<file path="src/inc/fesr_pkg.sv">
// Constants for the erase and suspend/resume sequencer of a serial flash.
// Assumes a 10 MHz core clock and an AXI4-Lite master for the registers.
package fesr_pkg;
   localparam int CLK_PERIOD_NS = 100;
   localparam int RESUME_MAX_NS = 200;
   localparam int RESUME_MAX_CYC = RESUME_MAX_NS / CLK_PERIOD_NS;
   // Opcodes
   localparam logic [7:0] OP_WRSR = 8'h01;
   localparam logic [7:0] OP_PP = 8'h02;
   localparam logic [7:0] OP_WRDI = 8'h04;
   localparam logic [7:0] OP_WREN = 8'h06;
   localparam logic [7:0] OP_PP4 = 8'h12;
   localparam logic [7:0] OP_SE = 8'h20;
   localparam logic [7:0] OP_SE4 = 8'h21;
   localparam logic [7:0] OP_QPP = 8'h32;
   localparam logic [7:0] OP_QPP4 = 8'h34;
   localparam logic [7:0] OP_PSR = 8'h42;
   localparam logic [7:0] OP_ESR = 8'h44;
   localparam logic [7:0] OP_BE32 = 8'h52;
   localparam logic [7:0] OP_CE2 = 8'h60;
   localparam logic [7:0] OP_SUSP = 8'h75;
   localparam logic [7:0] OP_RESM = 8'h7a;
   localparam logic [7:0] OP_CE = 8'hc7;
   localparam logic [7:0] OP_BE64 = 8'hd8;
   localparam logic [7:0] OP_BE64_4 = 8'hdc;
   // Register byte offsets
   localparam logic [7:0] REG_CTRL = 8'h00;
   localparam logic [7:0] REG_PROT = 8'h04;
   localparam logic [7:0] REG_LOCK = 8'h08;
   localparam logic [7:0] REG_STATUS = 8'h0c;
   // Field positions
   localparam int CTRL_ADDR4 = 0;
   localparam int ST_BUSY = 0;
   localparam int ST_WLATCH = 1;
   localparam int ST_SUSP = 2;
   localparam int ST_SUSP_ERASE = 3;
   localparam int PROT_W = 6;
   localparam logic [5:0] PROT_RESET = 6'h00;
   localparam logic [31:0] LOCK_RESET = 32'h0000_0000;
   // Array geometry, 64 KB blocks in a 32 MB array
   localparam logic [9:0] NUM_BLOCKS = 10'h200;
   localparam logic [3:0] BP_ALL = 4'ha;
   localparam logic [31:0] MASK_4K = 32'hffff_f000;
   localparam logic [31:0] MASK_32K = 32'hffff_8000;
   localparam logic [31:0] MASK_64K = 32'hffff_0000;
   localparam logic [31:0] MASK_PAGE = 32'hffff_ff00;
   localparam logic [1:0] RESP_OKAY = 2'h0;
   localparam logic [1:0] RESP_SLVERR = 2'h2;
   // Operation kind code on the array port: erase sizes, page program, status write
   typedef enum logic [2:0] {K_SE, K_BE32, K_BE64, K_CE, K_PP, K_WRSR}
      fesr_kind_t;
endpackage : fesr_pkg

</file>
<file path="src/logic/fesr_ctrl.sv">
// Erase, suspend and resume sequencer of a serial flash, with SPI command
// input and an AXI4-Lite register slave. Assumes SPI pins are asynchronous
// to CLK_IN and the array acts on the erase and program strobes it emits.
//
// Decided for this implementation: the AXI4-Lite slave port and the address map.

module fesr_ctrl #(
   parameter int SE_TIME_US = 50,
   parameter int BE32_TIME_US = 120,
   parameter int BLOCK64_ERASE_TIME_US = 150,
   parameter int CE_TIME_US = 1000,
   parameter int PP_TIME_US = 40,
   parameter int WRSR_TIME_US = 10,
   parameter int SUS_LAT_US = 20
) (
   input wire logic CLK_IN, // Core clock
   input wire logic RST_IN, // Async reset, active high
   input wire logic CE_IN, // Clock enable
   input wire logic SCK_IN, // Serial clock pin
   input wire logic CS_N_IN, // Select pin, active low
   input wire logic DI_IN, // Serial data in pin
   input wire logic [7:0] S_AXI_AWADDR_IN, // Write address
   input wire logic S_AXI_AWVALID_IN, // Write address valid
   output logic S_AXI_AWREADY_OUT, // Write address ready
   input wire logic [31:0] S_AXI_WDATA_IN, // Write data
   input wire logic [3:0] S_AXI_WSTRB_IN, // Write strobes
   input wire logic S_AXI_WVALID_IN, // Write data valid
   output logic S_AXI_WREADY_OUT, // Write data ready
   output logic [1:0] S_AXI_BRESP_OUT, // Write response
   output logic S_AXI_BVALID_OUT, // Write response valid
   input wire logic S_AXI_BREADY_IN, // Write response ready
   input wire logic [7:0] S_AXI_ARADDR_IN, // Read address
   input wire logic S_AXI_ARVALID_IN, // Read address valid
   output logic S_AXI_ARREADY_OUT, // Read address ready
   output logic [31:0] S_AXI_RDATA_OUT, // Read data
   output logic [1:0] S_AXI_RRESP_OUT, // Read response
   output logic S_AXI_RVALID_OUT, // Read data valid
   input wire logic S_AXI_RREADY_IN, // Read data ready
   output logic ERASE_STB_OUT, // One-cycle erase-to-FFh strobe
   output logic PROG_STB_OUT, // One-cycle program done strobe
   output logic [31:0] ARRAY_ADDR_OUT, // Aligned base of erase or page
   output logic [2:0] ARRAY_KIND_OUT, // Kind of the strobed operation
   output logic BUSY_OUT, // Busy flag
   output logic SUSPEND_OUT // Suspend flag
);
   localparam int US_CYC = 1000 / fesr_pkg::CLK_PERIOD_NS;
   localparam int SUS_LAT_CYC = SUS_LAT_US * US_CYC;
   localparam int SUS_CHK = SUS_LAT_CYC + 1;
   if (SE_TIME_US < 1 || BE32_TIME_US < 1 || BLOCK64_ERASE_TIME_US < 1 ||
       CE_TIME_US < 1 || PP_TIME_US < 1 || WRSR_TIME_US < 1 ||
       SUS_LAT_US < 1)
   begin : g_time_chk
      $error("fesr_ctrl: all times must be at least 1 us");
   end
   typedef enum logic [1:0] {S_IDLE, S_RUN, S_SUSP} fesr_state_t;

   function automatic logic [31:0] kind_cyc(input fesr_pkg::fesr_kind_t k);
      int t;
      t = WRSR_TIME_US;
      unique case (k)
         fesr_pkg::K_SE: t = SE_TIME_US;
         fesr_pkg::K_BE32: t = BE32_TIME_US;
         fesr_pkg::K_BE64: t = BLOCK64_ERASE_TIME_US;
         fesr_pkg::K_CE: t = CE_TIME_US;
         fesr_pkg::K_PP: t = PP_TIME_US;
         default: t = WRSR_TIME_US;
      endcase
      return 32'(t * US_CYC);
   endfunction : kind_cyc

   // Block lies in the range-bit window, or outside it when p[5] is set, or in the lock mask
   function automatic logic blk_prot(input logic [8:0] blk,
      input logic [5:0] p, input logic [31:0] lk);
      logic [9:0] n;
      logic in_rng;
      n = (p[3:0] == 4'h0) ? 10'h000 : (p[3:0] >= fesr_pkg::BP_ALL) ?
         fesr_pkg::NUM_BLOCKS : 10'h001 << (p[3:0] - 4'h1);
      in_rng = p[4] ? ({1'b0, blk} < n) :
         ({1'b0, blk} >= fesr_pkg::NUM_BLOCKS - n);
      return (in_rng ^ p[5]) | ((blk < 9'h020) & lk[blk[4:0]]);
   endfunction : blk_prot

   // Pin synchronisers
   logic sck_s1_q, sck_s2_q, sck_d_q, cs_s1_q, cs_s2_q, cs_d_q;
   logic di_s1_q, di_s2_q;
   always_ff @(posedge CLK_IN or posedge RST_IN)
      if (RST_IN)
      begin
         {sck_s1_q, sck_s2_q, sck_d_q} <= 3'h0;
         {cs_s1_q, cs_s2_q, cs_d_q} <= 3'h7;
         {di_s1_q, di_s2_q} <= 2'h0;
      end
      else if (CE_IN)
      begin
         {sck_s1_q, sck_s2_q, sck_d_q} <= {SCK_IN, sck_s1_q, sck_s2_q};
         {cs_s1_q, cs_s2_q, cs_d_q} <= {CS_N_IN, cs_s1_q, cs_s2_q};
         {di_s1_q, di_s2_q} <= {DI_IN, di_s1_q};
      end
   wire sck_rise = sck_s2_q & ~sck_d_q;
   wire cs_rise = cs_s2_q & ~cs_d_q;
   wire bit_in = sck_rise & ~cs_s2_q;

   // Command shifter
   logic [31:0] sh_q, cap_addr_q;
   logic [2:0] bitph_q;
   logic [3:0] bytes_q;
   logic [7:0] op_q, dat_q;
   logic addr4_q;
   wire [31:0] sh_d = {sh_q[30:0], di_s2_q};
   wire byte_end = bit_in & (bitph_q == 3'h7);
   wire op_a32 = (op_q == fesr_pkg::OP_SE4) | (op_q == fesr_pkg::OP_BE64_4) |
      (op_q == fesr_pkg::OP_PP4) | (op_q == fesr_pkg::OP_QPP4);
   wire op_amode = (op_q == fesr_pkg::OP_SE) | (op_q == fesr_pkg::OP_BE32) |
      (op_q == fesr_pkg::OP_BE64) | (op_q == fesr_pkg::OP_PP) |
      (op_q == fesr_pkg::OP_QPP) | (op_q == fesr_pkg::OP_PSR);
   wire [3:0] abytes = (op_a32 | (op_amode & addr4_q)) ? 4'h4 :
      op_amode ? 4'h3 : 4'h0;
   always_ff @(posedge CLK_IN or posedge RST_IN)
      if (RST_IN)
      begin
         sh_q <= 32'h0;
         bitph_q <= 3'h0;
         bytes_q <= 4'h0;
         op_q <= 8'h00;
         dat_q <= 8'h00;
         cap_addr_q <= 32'h0;
      end
      else if (CE_IN)
      begin
         if (cs_s2_q)
         begin
            bitph_q <= 3'h0;
            if (cs_d_q)
               bytes_q <= 4'h0;
         end
         else if (bit_in)
         begin
            sh_q <= sh_d;
            bitph_q <= bitph_q + 3'h1;
            if (byte_end && bytes_q != 4'hf)
               bytes_q <= bytes_q + 4'h1;
            if (byte_end && bytes_q == 4'h0)
               op_q <= sh_d[7:0];
            if (byte_end && bytes_q != 4'h0 && bytes_q == abytes)
               cap_addr_q <= (abytes == 4'h4) ? sh_d : {8'h00, sh_d[23:0]};
            if (byte_end && bytes_q != 4'h0 && bytes_q == abytes + 4'h1)
               dat_q <= sh_d[7:0];
         end
      end

   // Decode at select rise
   logic [5:0] prot_q;
   logic [31:0] lock_q, cnt_q, sv_cnt_q, cur_addr_q, sv_addr_q;
   logic [7:0] wrsr_val_q;
   logic wl_q, sus_q;
   fesr_state_t st_q;
   fesr_pkg::fesr_kind_t kind_q, sv_kind_q, new_kind;
   wire bound = (bitph_q == 3'h0);
   wire len1 = bound & (bytes_q == 4'h1);
   wire is_se = (op_q == fesr_pkg::OP_SE) | (op_q == fesr_pkg::OP_SE4);
   wire is_b64 = (op_q == fesr_pkg::OP_BE64) | (op_q == fesr_pkg::OP_BE64_4);
   wire is_b32 = op_q == fesr_pkg::OP_BE32;
   wire is_ce = (op_q == fesr_pkg::OP_CE) | (op_q == fesr_pkg::OP_CE2);
   wire is_erase = is_se | is_b32 | is_b64 | is_ce;
   wire is_prog = (op_q == fesr_pkg::OP_PP) | (op_q == fesr_pkg::OP_PP4) |
      (op_q == fesr_pkg::OP_QPP) | (op_q == fesr_pkg::OP_QPP4) |
      (op_q == fesr_pkg::OP_PSR);
   wire is_wrsr = op_q == fesr_pkg::OP_WRSR;
   wire fmt_ok = bound & (((is_se | is_b32 | is_b64) &
      (bytes_q == abytes + 4'h1)) | (is_ce & (bytes_q == 4'h1)) |
      ((is_prog | is_wrsr) & (bytes_q >= abytes + 4'h2)));
   assign new_kind = is_se ? fesr_pkg::K_SE : is_b32 ? fesr_pkg::K_BE32 :
      is_b64 ? fesr_pkg::K_BE64 : is_ce ? fesr_pkg::K_CE :
      is_prog ? fesr_pkg::K_PP : fesr_pkg::K_WRSR;
   wire busy_w = st_q != S_IDLE;
   wire any_prot = ((prot_q[3:0] != 4'h0) & ~prot_q[5]) |
      (prot_q[5] & (prot_q[3:0] < fesr_pkg::BP_ALL)) | (lock_q != 32'h0);
   wire prot_hit = is_ce ? any_prot :
      blk_prot(cap_addr_q[24:16], prot_q, lock_q);
   wire sv_erase = sv_kind_q != fesr_pkg::K_PP;
   wire same_blk = (is_erase | is_prog) & (is_ce |
      (cap_addr_q[31:16] == sv_addr_q[31:16]));
   wire susp_rej = sus_q & (is_wrsr | same_blk | (sv_erase ?
      (is_erase | (op_q == fesr_pkg::OP_ESR)) : is_prog));
   wire start = cs_rise & fmt_ok & (is_erase | is_prog | is_wrsr) & ~busy_w &
      wl_q & ~susp_rej & ~((is_erase | is_prog) & prot_hit);
   wire suspendable = (kind_q == fesr_pkg::K_SE) |
      (kind_q == fesr_pkg::K_BE32) | (kind_q == fesr_pkg::K_BE64) |
      (kind_q == fesr_pkg::K_PP);
   wire susp_acc = cs_rise & len1 & (op_q == fesr_pkg::OP_SUSP) &
      (st_q == S_RUN) & suspendable & ~sus_q;
   wire res_acc = cs_rise & len1 & (op_q == fesr_pkg::OP_RESM) & sus_q &
      ~busy_w;
   wire done = (st_q == S_RUN) & (cnt_q == 32'h1) & ~susp_acc;
   wire [31:0] kind_mask = (new_kind == fesr_pkg::K_SE) ? fesr_pkg::MASK_4K :
      (new_kind == fesr_pkg::K_BE32) ? fesr_pkg::MASK_32K :
      (new_kind == fesr_pkg::K_BE64) ? fesr_pkg::MASK_64K :
      (new_kind == fesr_pkg::K_CE) ? 32'h0 : fesr_pkg::MASK_PAGE;

   // Operation engine
   logic erase_stb_q, prog_stb_q;
   logic [31:0] arr_addr_q;
   logic [2:0] arr_kind_q;
   wire axi_wr;
   wire [7:0] wr_addr;
   wire [31:0] wr_data;
   always_ff @(posedge CLK_IN or posedge RST_IN)
      if (RST_IN)
      begin
         st_q <= S_IDLE;
         sus_q <= 1'b0;
         wl_q <= 1'b0;
         cnt_q <= 32'h0;
         kind_q <= fesr_pkg::K_WRSR;
         cur_addr_q <= 32'h0;
         sv_cnt_q <= 32'h0;
         sv_kind_q <= fesr_pkg::K_SE;
         sv_addr_q <= 32'h0;
         wrsr_val_q <= 8'h00;
         erase_stb_q <= 1'b0;
         prog_stb_q <= 1'b0;
         arr_addr_q <= 32'h0;
         arr_kind_q <= 3'h0;
         prot_q <= fesr_pkg::PROT_RESET;
      end
      else if (CE_IN)
      begin
         erase_stb_q <= 1'b0;
         prog_stb_q <= 1'b0;
         if (axi_wr && wr_addr == fesr_pkg::REG_PROT)
            prot_q <= wr_data[fesr_pkg::PROT_W-1:0];
         unique case (st_q)
            S_IDLE:
               if (res_acc)
               begin
                  sus_q <= 1'b0;
                  st_q <= S_RUN;
                  cnt_q <= sv_cnt_q;
                  kind_q <= sv_kind_q;
                  cur_addr_q <= sv_addr_q;
               end
               else if (start)
               begin
                  st_q <= S_RUN;
                  cnt_q <= kind_cyc(new_kind);
                  kind_q <= new_kind;
                  cur_addr_q <= cap_addr_q & kind_mask;
                  wrsr_val_q <= dat_q;
               end
            S_RUN:
               if (susp_acc)
               begin
                  sus_q <= 1'b1;
                  st_q <= S_SUSP;
                  sv_cnt_q <= 32'(SUS_LAT_CYC);
               end
               else if (done)
               begin
                  st_q <= S_IDLE;
                  erase_stb_q <= kind_q != fesr_pkg::K_PP &&
                     kind_q != fesr_pkg::K_WRSR;
                  prog_stb_q <= kind_q == fesr_pkg::K_PP;
                  arr_addr_q <= cur_addr_q;
                  arr_kind_q <= kind_q;
                  if (kind_q == fesr_pkg::K_WRSR)
                     prot_q <= wrsr_val_q[fesr_pkg::PROT_W-1:0];
               end
               else
                  cnt_q <= cnt_q - 32'h1;
            S_SUSP:
               if (sv_cnt_q == 32'h1)
               begin
                  st_q <= S_IDLE;
                  sv_cnt_q <= cnt_q;
                  sv_kind_q <= kind_q;
                  sv_addr_q <= cur_addr_q;
               end
               else
                  sv_cnt_q <= sv_cnt_q - 32'h1;
         endcase
         if (done)
            wl_q <= 1'b0;
         else if (cs_rise && len1 && op_q == fesr_pkg::OP_WRDI)
            wl_q <= 1'b0;
         else if (cs_rise && len1 && op_q == fesr_pkg::OP_WREN && !busy_w)
            wl_q <= 1'b1;
      end

   // AXI4-Lite slave; write address and data taken in either order
   logic aw_q, w_q, bvalid_q, rvalid_q;
   logic [7:0] awaddr_q;
   logic [31:0] wdata_q, rdata_q;
   logic [1:0] bresp_q, rresp_q;
   // Frozen core takes nothing, so ready must drop with the enable
   assign S_AXI_AWREADY_OUT = CE_IN & ~aw_q & ~bvalid_q;
   assign S_AXI_WREADY_OUT = CE_IN & ~w_q & ~bvalid_q;
   assign S_AXI_ARREADY_OUT = CE_IN & ~rvalid_q;
   assign axi_wr = aw_q & w_q & ~bvalid_q;
   assign wr_addr = awaddr_q;
   assign wr_data = wdata_q;
   wire wr_ok = (wr_addr == fesr_pkg::REG_CTRL) |
      (wr_addr == fesr_pkg::REG_PROT) | (wr_addr == fesr_pkg::REG_LOCK) |
      (wr_addr == fesr_pkg::REG_STATUS);
   wire [31:0] status_w = {28'h0, sv_erase & sus_q, sus_q, wl_q, busy_w};
   wire [7:0] ra = S_AXI_ARADDR_IN;
   wire rd_ok = (ra == fesr_pkg::REG_CTRL) | (ra == fesr_pkg::REG_PROT) |
      (ra == fesr_pkg::REG_LOCK) | (ra == fesr_pkg::REG_STATUS);
   wire [31:0] rd_mux = (ra == fesr_pkg::REG_CTRL) ? {31'h0, addr4_q} :
      (ra == fesr_pkg::REG_PROT) ? {26'h0, prot_q} :
      (ra == fesr_pkg::REG_LOCK) ? lock_q :
      (ra == fesr_pkg::REG_STATUS) ? status_w : 32'h0;
   always_ff @(posedge CLK_IN or posedge RST_IN)
      if (RST_IN)
      begin
         {aw_q, w_q, bvalid_q, rvalid_q} <= 4'h0;
         awaddr_q <= 8'h00;
         wdata_q <= 32'h0;
         rdata_q <= 32'h0;
         bresp_q <= fesr_pkg::RESP_OKAY;
         rresp_q <= fesr_pkg::RESP_OKAY;
         addr4_q <= 1'b0;
         lock_q <= fesr_pkg::LOCK_RESET;
      end
      else if (CE_IN)
      begin
         if (S_AXI_AWVALID_IN && S_AXI_AWREADY_OUT)
         begin
            aw_q <= 1'b1;
            awaddr_q <= {S_AXI_AWADDR_IN[7:2], 2'h0};
         end
         if (S_AXI_WVALID_IN && S_AXI_WREADY_OUT)
         begin
            w_q <= 1'b1;
            wdata_q <= S_AXI_WDATA_IN & {{8{S_AXI_WSTRB_IN[3]}},
               {8{S_AXI_WSTRB_IN[2]}}, {8{S_AXI_WSTRB_IN[1]}},
               {8{S_AXI_WSTRB_IN[0]}}};
         end
         if (axi_wr)
         begin
            {aw_q, w_q, bvalid_q} <= 3'h1;
            bresp_q <= wr_ok ? fesr_pkg::RESP_OKAY : fesr_pkg::RESP_SLVERR;
            // Narrow strobes write zeros in unstrobed lanes
            if (wr_addr == fesr_pkg::REG_CTRL)
               addr4_q <= wr_data[fesr_pkg::CTRL_ADDR4];
            if (wr_addr == fesr_pkg::REG_LOCK)
               lock_q <= wr_data;
         end
         else if (bvalid_q && S_AXI_BREADY_IN)
            bvalid_q <= 1'b0;
         if (S_AXI_ARVALID_IN && S_AXI_ARREADY_OUT)
         begin
            rvalid_q <= 1'b1;
            rdata_q <= rd_mux;
            rresp_q <= rd_ok ? fesr_pkg::RESP_OKAY : fesr_pkg::RESP_SLVERR;
         end
         else if (rvalid_q && S_AXI_RREADY_IN)
            rvalid_q <= 1'b0;
      end
   assign S_AXI_BVALID_OUT = bvalid_q;
   assign S_AXI_BRESP_OUT = bresp_q;
   assign S_AXI_RVALID_OUT = rvalid_q;
   assign S_AXI_RDATA_OUT = rdata_q;
   assign S_AXI_RRESP_OUT = rresp_q;
   assign ERASE_STB_OUT = erase_stb_q;
   assign PROG_STB_OUT = prog_stb_q;
   assign ARRAY_ADDR_OUT = arr_addr_q;
   assign ARRAY_KIND_OUT = arr_kind_q;
   assign BUSY_OUT = busy_w;
   assign SUSPEND_OUT = sus_q;
endmodule : fesr_ctrl

</file>
<file path="config.mk">
export PLATFORM = sky130hd
export DESIGN_NAME = fesr_ctrl
export DESIGN_NICKNAME = d
export VERILOG_FILES = /design/src/inc/fesr_pkg.sv /design/src/logic/fesr_ctrl.sv
export SDC_FILE = /design/constraint.sdc
export NUM_CORES = 1
export LEC_CHECK = 0
export BUFFER_PORTS_ARGS = -buffer_cell sky130_fd_sc_hd__buf_4
export CAP_MARGIN = 20
export CORE_UTILIZATION = 50
export CTS_CLUSTER_DIAMETER = 50
export DETAILED_ROUTE_END_ITERATION = 10
export PLACE_DENSITY_LB_ADDON = 0.2
export SYNTH_ARGS = -nofsm -noshare
export SYNTH_HDL_FRONTEND = slang
export SYNTH_SLANG_ARGS = --single-unit
</file>
<file path="constraint.sdc">
create_clock -name CLK_IN -period 14.2 [get_ports CLK_IN]
set_input_delay 0.71 -clock CLK_IN [delete_from_list [all_inputs] [get_ports CLK_IN]]
set_output_delay 0.71 -clock CLK_IN [all_outputs]
set_load 0.005 [all_outputs]
</file>
Word-level counts from Yosys, hierarchy flattened
Cells that the tools add are included.
{ "totals": {"reg_bits": 390, "input_bits": 63, "output_inout_bits": 80, "wordCells": 351} }
{ "op_classes": {"n_addsub": 8, "n_mul": 1, "n_lt_le_gt_ge": 7, "n_eq_ne": 54, "n_shift": 1, "n_mux": 79, "bitwise_logic": 97, "n_reduce_logical": 64} }
{ "ops": {"columns": ["operator", "n"], "rows": [
  ["2-to-1 mux 32 bit", 20],
  ["case mux 32 bit (2 select lines)", 2],
  ["AND 32 bit", 2],
  ["== test 32 x 1 -> 1 bit, second input constant", 2],
  ["subtractor 32 x 1 -> 32 bit, second input constant", 2],
  ["case mux 10 bit (5 select lines)", 1],
  ["== test 8 x 7 -> 1 bit, second input constant", 6],
  ["AND 1 bit", 40],
  ["OR 1 bit", 40],
  ["== test 8 x 6 -> 1 bit, second input constant", 4],
  ["multiplier 32 x 4 -> 31 bit, second input constant", 1],
  ["AND reduction 4 bit", 8],
  ["nonzero test 32 bit", 1],
  ["2-to-1 mux 6 bit", 5],
  ["2-to-1 mux 3 bit", 9],
  ["== test 8 x 3 -> 1 bit, second input constant", 3],
  ["== test 8 bit, second input constant", 3],
  ["2-to-1 mux 1 bit", 24],
  ["2-to-1 mux 10 bit", 2],
  ["2-to-1 mux 4 bit", 5],
  ["AND reduction 2 bit", 10],
  ["nonzero test 2 bit", 10],
  ["AND reduction 3 bit", 6],
  ["== test 16 bit", 1],
  ["other kinds (47)", 104]
]} }

Longest topological paths before layout
Gate-level depths: netlist (run 1).
{ "depth": {"ltp_word": 29, "ltp_mapped": 19, "ltp_nobuf": 16} }

Worst setup path before layout (run 1)
OpenSTA, ideal clock, no wires.
{ "synth_timing": {"path_type": "reg-to-reg", "startpoint": "register op_q[2]", "endpoint": "register cnt_q[9]", "setup_time_ns": 0.125, "arrival_ns": 3.910, "required_ns": 14.075, "setup_slack_ns": 10.165, "path_stages_with_launch": 20, "cell_sequence": "dfrtp_1 buf_2 and4b_1 and4_1 a31oi_1 clkbuf_1 clkbuf_1 nand2_1 nor2_1 nor2_1 ha_1 fa_1 a21o_1 a21oi_1 xor2_1 nor2_1 a211oi_1 a41oi_1 o31ai_1 nor3_1"} }
{ "synth_between": {"elab_chain_cells": 23} }
{ "synth_rtl": {"columns": ["element", "line", "text"], "rows": [
  ["start: declaration", "fesr_ctrl.sv:107", "logic [7:0] op_q, dat_q;"],
  ["start signal: assignment", "fesr_ctrl.sv:143", "op_q <= sh_d[7:0];"],
  ["parallel branches: the longest is 23 deep, another holds case mux 10 bit (5 select lines)", null, null],
  ["end signal: assignment", "fesr_ctrl.sv:238", "cnt_q <= sv_cnt_q;"],
  ["end signal: assignment", "fesr_ctrl.sv:245", "cnt_q <= kind_cyc(new_kind);"],
  ["end signal: assignment", "fesr_ctrl.sv:269", "cnt_q <= cnt_q - 32'h1;"],
  ["end: declaration", "fesr_ctrl.sv:153", "logic [31:0] lock_q, cnt_q, sv_cnt_q, cur_addr_q, sv_addr_q;"]
]} }
Parallel ways; which one is timed is not known. The select of a mux whose other input is x is not followed.
A chain may end at the register's enable or synchronous reset.

Worst setup path in the final report (run 1)
{ "layout_timing": {"startpoint": "register prot_q[0]", "endpoint": "register cnt_q[5]"} }
{ "layout_between": {"elab_chain_cells": 15} }
{ "layout_rtl": {"columns": ["element", "line", "text"], "rows": [
  ["start: declaration", "fesr_ctrl.sv:152", "logic [5:0] prot_q;"],
  ["start signal: assignment", "fesr_ctrl.sv:224", "prot_q <= fesr_pkg::PROT_RESET;"],
  ["start signal: assignment", "fesr_ctrl.sv:231", "prot_q <= wr_data[fesr_pkg::PROT_W-1:0];"],
  ["start signal: assignment", "fesr_ctrl.sv:266", "prot_q <= wrsr_val_q[fesr_pkg::PROT_W-1:0];"],
  ["subtractor 4 x 1 -> 4 bit", "fesr_ctrl.sv:77", "fesr_pkg::NUM_BLOCKS : 10'h001 << (p[3:0] - 4'h1);"],
  ["<< shifter 1 x 4 -> 10 bit", "fesr_ctrl.sv:77", null],
  ["2-to-1 mux 10 bit (2 in a row)", "fesr_ctrl.sv:76", "n = (p[3:0] == 4'h0) ? 10'h000 : (p[3:0] >= fesr_pkg::BP_ALL) ?"],
  ["subtractor 10 bit", "fesr_ctrl.sv:79", "({1'b0, blk} >= fesr_pkg::NUM_BLOCKS - n);"],
  ["greater-or-equal comparator 9 x 10 -> 1 bit", "fesr_ctrl.sv:79", null],
  ["2-to-1 mux 1 bit", "fesr_ctrl.sv:78", "in_rng = p[4] ? ({1'b0, blk} < n) :"],
  ["bitwise XOR 1 bit", "fesr_ctrl.sv:80", "return (in_rng ^ p[5]) | ((blk < 9'h020) & lk[blk[4:0]]);"],
  ["OR 1 bit", "fesr_ctrl.sv:80", null],
  ["2-to-1 mux 1 bit *", "fesr_ctrl.sv:178", "wire prot_hit = is_ce ? any_prot :"],
  ["AND 1 bit *", "fesr_ctrl.sv:186", "wl_q & ~susp_rej & ~((is_erase | is_prog) & prot_hit);"],
  ["NOT 1 bit *", "fesr_ctrl.sv:186", null],
  ["AND 1 bit *", "fesr_ctrl.sv:186", null],
  ["!= test 3 bit (no line) *", null, null],
  ["AND reduction 5 bit (no line) *", null, null]
]} }
Every way passes the cells marked *; elsewhere a longest branch is shown, timed or not.

==> results of run 1 <==
## worst reg2reg max path, cell delays in order (launching register included)
cell and delay [ns]:
dfrtp_1 0.56, nor2b_1 0.28, nand2_1 0.11, ha_1 0.28, o41ai_1 0.43, ha_1 0.21
nand3_1 0.09, or2_2 0.29, o211ai_1 0.22, mux2i_1 0.11, nor4_1 0.58, nand4bb_1 0.22
buf_4 0.39, a21oi_2 0.09, buf_4 0.29, a22o_1 0.25
## metal layers
layer | global-route usage (%) | share of wire (%)
met1 | 33.76 | 44
met2 | 41.04 | 47
met3 | 4.697 | 6.1
met4 | 10.37 | 3.3
met5 | 0 | 0
## how the worst max path moves through the flow
stage | startpoint | to | slack (ns)
final | prot_q[0] | cnt_q[5] | 9.65
after global routing | op_q[2] | cnt_q[6] | 9.25
after CTS | prot_q[0] | cnt_q[5] | 9.65
after detailed placement | prot_q[0] | cnt_q[5] | 9.73
after global placement | prot_q[0] | cnt_q[4] | 9.80
after floorplan | RST_IN | ARRAY_ADDR_OUT[0] | 2.94
## cells by family after synthesis
group | Yosys count | share of synthesized area (%)
buf+inv | 170 | 3.737
xor+xnor | 24 | 1.086
flops | 380 | 49.17
fa+ha+maj | 47 | 3.065
simple gates | 532 | 13.80
compound gates | 430 | 15.28
other cells | 2 | 0.03881
mux | 229 | 13.82
## registers in the layout (all words and copies together) (netlist names), 8 cells and up
name and count:
cap_addr_q 24, cur_addr_q 32, op_q 8, wdata_q 32, sh_q 31, lock_q 32
ARRAY_ADDR_OUT 32, cnt_q 32, sv_cnt_q 32, S_AXI_RDATA_OUT 32, sv_addr_q 32
## per-stage QoR
step | utilization (%) | instance area, um2 | power (mW) | hold slack [ns]
after detailed placement | 54.81 | 20740 | 1.751 | 0.4601
final | 59.16 | 22390 | 2.913 | 0.2944
after floorplan | - | 19360 | 1.607 | 0.4391
after CTS | 58.80 | 22250 | 2.931 | 0.3187
after global routing | 59.16 | 22390 | 3.051 | 0.3311
after global placement | 54.81 | 20740 | 1.731 | 0.4600
## where the power goes
| group | switching (mW) | total [mW] | leakage [nW] | internal, mW |
|---|---|---|---|---|
| combinational | 0.234 | 0.428 | 4.95 | 0.194 |
| clock | 0.478 | 1.17 | 0.739 | 0.694 |
| sequential | 0.122 | 1.31 | 5.06 | 1.19 |
| total | 0.834 | 2.91 | 10.7 | 2.08 |
## area by class of cell
cell class / instances / share of cell area, %
Clock buffer: 64 / 5.756
Clock inverter: 18 / 1.000
Inverter: 55 / 0.9612
Multi-Input combinational cell: 1265 / 40.96
Sequential cell: 380 / 42.50
Tap cell: 511 / 2.856
Timing Repair Buffer: 167 / 5.968
## synth_stat cells (all sizes together) (44+ instances only)
cell,number
o21ai,129
nand2,189
inv,54
clkbuf,78
a21oi,63
nor2,82
ha,45
a22o,44
mux2,209
nor3,48
dfrtp,375
nand3,50
==> results.py, run 1 <==
metrics = {
    "status": {
        "status": "finished clean",
    },
    "sta": {
        "setup_slack_ns": 9.652,
        "fin_skew_ns": 0.02720,
        "fin_tns_setup_ns": 0,
        "max_freq_mhz": 219.9,
        "setup_violations": 0,
        "post-route-period-util_pct": 32.03,
        "hold_viol": 0,
        "worst_slew_pin_slew_ns": 1.156,
        "layout_min_cycle_time_ns": 4.548,
        "rsz0062_at_grt": "false",
        "maxSlewHeadroom_pct": 22.92,
        "drv_slew": 0,
    },
    "synth": {
        "synth_top_flop_cell": "dfrtp_1",
        "yosysTopAreaCell": "dfrtp_1",
        "postSynthCellCount": 1814,
        "synth_edf_count": 0,
        "yosysSeqAreaShare_pct": 49.17,
        "synth_top_cells_by_area": "dfrtp_1, mux2_2, nand2_1",
        "synth_cell_type_count": 87,
        "synth_area_um2": 19350,
        "async_flop_share_pct": 100.0,
        "yosysTopAreaCellShare_pct": 48.49,
        "ys_ff_latch": 380,
        "yosys_warnings": 0,
        "avgSynthCellArea_um2": 10.67,
    },
    "setup_path": {
        "crit_family": "simple AND/OR/NAND/NOR gates",
        "path_class": "reg2reg",
        "required_ns": 14.66,
        "critical_path.max_stage_delay_ns": 0.58,
        "rr_worst_depth": 15,
        "cp_max_fo": 30,
        "cp-end-kind": "register",
        "worst_setup_path_start_kind": "register",
        "reg2reg_from": "prot_q[0]",
        "crit_chain": "nor2b_1 -> nand2_1 -> ha_1 -> o41ai_1 -> ha_1 -> nand3_1 -> or2_2 -> o211ai_1 -> mux2i_1 -> nor4_1 -> nand4bb_1 -> buf_4 -> a21oi_2 -> buf_4 -> a22o_1",
        "r2r_end": "cnt_q[5]",
        "crit_buf_inv": 2,
        "rrSetupSlack_ns": 9.65,
        "worst_ep_arrival_time_ns": 5.01,
        "cp.depth": 15,
        "cp_slowest_cell": "nor4_1",
    },
    "final_layout": {
        "layout-drive-gt1-share_pct": 24.68,
        "regArea_um2": 9515,
        "diodes": 0,
        "nets": 2023,
        "fin_cells": 2460,
        "final_common_cell": "dfrtp_1",
        "multi_input_area_um2": 9170,
        "fillers": 3199,
        "areaGrowthSynthToFinish_pct": 15.69,
        "mostFrequentLayoutCells": "dfrtp_1, nand2_1, mux2_2",
    },
    "drt": {
        "wl_per_cell_um": 19.98,
        "drt_first_pass_iters": 5,
        "routed_wl_mm": 49.14,
        "initialDrtViolationCount": 1025,
        "routed-via-count": 14910,
        "via_per_inst": 6.059,
        "postRouteAntennaNets": 0,
        "drc": 0,
    },
    "cts": {
        "cts_buffers": 45,
        "cts.path.max_buffers": 3,
        "clock-root-buffer": "clkbuf_16",
        "cts_setup_buffers": 0,
        "htree_num_levels": 2,
        "cts_resized": 0,
        "clk_pin_slew_ns": 0.06,
        "clock_sinks": 380,
        "hold_buffers": 0,
        "clk_latency_ns": 0.60,
        "cts_tree": "done",
    },
    "global_route": {
        "grt_max_degree": 128,
        "grt_pass1_wl_mm": 79.21,
        "gr-total-overflow": 0,
        "grt_pass1_vias": 14740,
        "antenna_found_initial": 0,
        "gr-usage-all-layers_pct": 25.42,
    },
    "pwr": {
        "p_per_area_nw_per_um2": 130.1,
        "ir_drop_mv": 0.1039,
        "p_leak_nw": 10.74,
    },
    "placed_design": {
        "portBuffers": 138,
        "gp_congestion": 0.8454,
        "dpl.hpwl_mm": 31.68,
        "place_inst": 2371,
        "pre_cts_ws_ns": 9.727,
    },
    "floorplan": {
        "die-area_um2": 39500,
        "start_util_pct": 51.14,
        "die_x_um": 198.7,
        "io_pins": 143,
        "fp.coreArea_um2": 37840,
        "die_h_um": 198.7,
        "row_count": 71,
    },
    "min_path": {
        "hp-class": "in2async",
    },
    "job": {
        "drv_cap": 0,
    },
}
(Power assumes the default switching activity.)
==> run 2, diff against run 1 <==
--- a/config.mk
+++ b/config.mk
@@ -5,6 +5,7 @@
 export SDC_FILE = /design/constraint.sdc
 export NUM_CORES = 1
 export LEC_CHECK = 0
+export ABC_AREA = 1
 export BUFFER_PORTS_ARGS = -buffer_cell sky130_fd_sc_hd__buf_4
 export CAP_MARGIN = 20
 export CORE_UTILIZATION = 50
==> constraint.sdc (replaced) <==
create_clock -name CLK_IN -period 3.71 [get_ports CLK_IN]
set_input_delay 0.1855 -clock CLK_IN [delete_from_list [all_inputs] [get_ports CLK_IN]]
set_output_delay 0.1855 -clock CLK_IN [all_outputs]
set_load 0.005 [all_outputs]
==> run 2 against run 1 <==
Against the previous run: clock-buffer cell count grew 1; flip-flop and latch count is the same; synthesized cell count grew 42%; total power grew to 4.9 times the previous value; register-to-register slack lost 9.4 ns; critical path type unchanged; largest cell class unchanged.
==> results.py, run 2 <==
metrics = {
    "cts": {
        "clock_sinks": 380,
        "clk_pin_slew_ns": 0.06,
        "cts.path.max_buffers": 3,
        "htree_num_levels": 2,
        "cts_setup_buffers": 0,
        "cts_tree": "done",
        "clk_latency_ns": 0.59,
        "cts_buffers": 47,
        "clock-root-buffer": "clkbuf_16",
    },
    "job": {
        "drv_cap": 0,
    },
    "drt": {
        "via_per_inst": 5.436,
        "postRouteAntennaNets": 0,
        "routed_wl_mm": 57.17,
        "wl_per_cell_um": 17.13,
        "initialDrtViolationCount": 1561,
        "drt_first_pass_iters": 5,
        "routed-via-count": 18150,
        "drc": 0,
    },
    "placed_design": {
        "gp_congestion": 0.9389,
        "dpl.hpwl_mm": 38.54,
        "pre_cts_ws_ns": 0.1394,
        "place_inst": 3169,
        "portBuffers": 138,
    },
    "setup_path": {
        "worst_setup_path_start_kind": "register",
        "path_class": "reg2reg",
        "reg2reg_from": "op_q[4]",
        "crit_chain": "nand2_1 -> inv_1 -> nand3_2 -> inv_1 -> nor2_1 -> nand3_1 -> a21oi_4 -> inv_2 -> a31oi_2 -> ha_1 -> inv_1 -> nand2_1 -> a21oi_1 -> nor2_1 -> o21ai_1 -> nand3_1 -> nand2_1 -> a21oi_2 -> nand3_4 -> buf_12 -> nand3_1 -> nand2_1 -> inv_1",
        "critical_path.max_stage_delay_ns": 0.48,
        "cp_max_fo": 25,
        "worst_ep_arrival_time_ns": 3.92,
        "critPathLaunch": "op_q[4]",
        "cp-end-kind": "register",
        "required_ns": 4.18,
        "cp_slowest_cell": "dfrtp_1",
    },
    "final_layout": {
        "mostFrequentLayoutCells": "nand2_1, dfrtp_1, inv_1",
        "final_common_cell": "nand2_1",
        "diodes": 0,
        "nets": 2891,
        "areaGrowthSynthToFinish_pct": 20.84,
        "finish.utilization_pct": 61.63,
        "fin_cells": 3338,
        "layout-drive-gt1-share_pct": 11.42,
    },
    "synth": {
        "yosys_warnings": 0,
        "yosys.area_share.simple_pct": 25.02,
        "synth_xor_area_share_pct": 1.765,
        "post-synth-top-count-cell": "nand2_1",
        "yosysTopAreaCell": "dfrtp_1",
        "synth_fa_ha_area_share_pct": 2.938,
        "ys_ff_latch": 380,
        "avgSynthCellArea_um2": 7.696,
        "synth_edf_count": 0,
        "synth_cell_type_count": 56,
        "synth_area_um2": 19850,
        "yosysTopAreaCellShare_pct": 47.28,
        "synth_top_family_by_area": "simple AND/OR/NAND/NOR gates",
        "yosysSeqAreaShare_pct": 47.94,
        "async_flop_share_pct": 100.0,
        "synth_top_flop_cell": "dfrtp_1",
        "synth_compound_area_share_pct": 13.11,
        "synthTopCellsByCount": "nand2_1, dfrtp_1, inv_1",
        "synth_top_cells_by_area": "dfrtp_1, nand2_1, o21ai_0",
        "postSynthCellCount": 2579,
        "muxShareOfSynthArea_pct": 0,
    },
    "sta": {
        "maxSlewHeadroom_pct": 31.53,
        "worst_slew_pin_slew_ns": 1.027,
        "drv_slew": 0,
        "rsz0062_at_grt": "false",
        "fin_skew_ns": 0.02195,
        "setup_slack_ns": 0.2570,
        "hold_viol": 0,
        "max_freq_mhz": 289.6,
        "post-route-period-util_pct": 93.07,
        "setup_violations": 0,
        "layout_min_cycle_time_ns": 3.453,
        "fin_tns_setup_ns": 0,
    },
    "floorplan": {
        "die_x_um": 201.2,
        "die_h_um": 201.2,
        "row_count": 72,
        "die-area_um2": 40500,
        "fp.coreArea_um2": 38920,
        "start_util_pct": 51.00,
        "io_pins": 143,
    },
    "global_route": {
        "antenna_found_initial": 1,
        "grt_pass1_vias": 17710,
        "grt_pass1_wl_mm": 92.17,
        "grt_max_degree": 115,
        "gr-usage-all-layers_pct": 28.33,
        "gr-total-overflow": 0,
    },
    "min_path": {
        "worst_hold_startpoint": "CE_IN",
        "hp-class": "in2reg",
    },
    "pwr": {
        "p_per_area_nw_per_um2": 597.6,
        "ir_drop_mv": 0.4219,
        "power_mw": 14.33,
        "p_leak_nw": 11.70,
    },
    "status": {
        "status": "finished clean",
    },
}
[run 2: cell types whose count changed after synthesis, moves of 97 or more]
cell,delta
nand2_1,+504
nand3_1,+157
inv_1,+275
o21ai_0,+176
nor2_1,+97
mux2_2,-188
[run 2: power breakdown]
part | switching, mW | total, mW | internal (mW)
logic | 2.42 | 3.81 | 1.39
clock network | 1.90 | 4.89 | 3.00
registers | 0.699 | 5.63 | 4.93
total | 5.01 | 14.3 | 9.32
[run 2: layout make-up]
class,count,area [um2]
clock buffer,65,1355
clock inverter,22,311.5
fill,3398,14930
inverter,345,1299
multi-input combinational,1745,8592
sequential,380,9519
tap,518,648.1
timing repair buffer,263,2260
[run 2: final timing paths]
check | end | slack [ns] | cells past startpoint
worst min register to register | sh_q[6] | 0.48 | 2
worst max-delay path | cur_addr_q[22] | 0.26 | 23
min in group asynchronous | lock_q[16] | 0.28 | 3
worst min-delay path | wl_q | 0.04 | 4
worst max register to register | cur_addr_q[22] | 0.26 | 23
max in group asynchronous | sv_addr_q[20] | 2.36 | 4
[run 2: worst max-delay path, delay by kind of cell (launching register included)]
| family | cells | cell delay, ns |
|---|---|---|
| simple gates | 11 | 1.28 |
| compound gates | 5 | 0.69 |
| buf+inv | 6 | 0.60 |
| flops | 1 | 0.48 |
| fa+ha+maj | 1 | 0.29 |
[run 2: kinds of logic after synthesis]
kind of cell / after synthesis
xor+xnor: 40
other cells: 2
buf+inv: 456
fa+ha+maj: 46
flops: 380
compound gates: 471
simple gates: 1184
[run 2: repair_timing]
item,4_1_cts,5_1_grt
hold buffers,81,0
resized for setup,0,14
endpoints found under the setup margin,0,74
endpoints found under the hold margin,62,0
[run 2: through the flow]
stage | hold WS (ns) | cell area, um2
6_report | 0.04005 | 23980
5_1_grt | 0.03973 | 23980
4_1_cts | 0.01173 | 23910
3_5_place_dp | 0.3357 | 21430
3_3_place_gp | 0.3296 | 21430
2_1_floorplan | 0.2817 | 19860
[run 2: layer usage]
| layer | track usage, % | vias to the layer above | wire [um] |
|---|---|---|---|
| li1 | - | 8760 | - |
| met1 | 38.21 | 8651 | 25240 |
| met2 | 46.27 | 617 | 26550 |
| met3 | 3.952 | 115 | 3501 |
| met4 | 11.17 | 2 | 1865 |
| met5 | 0 | - | 12 |
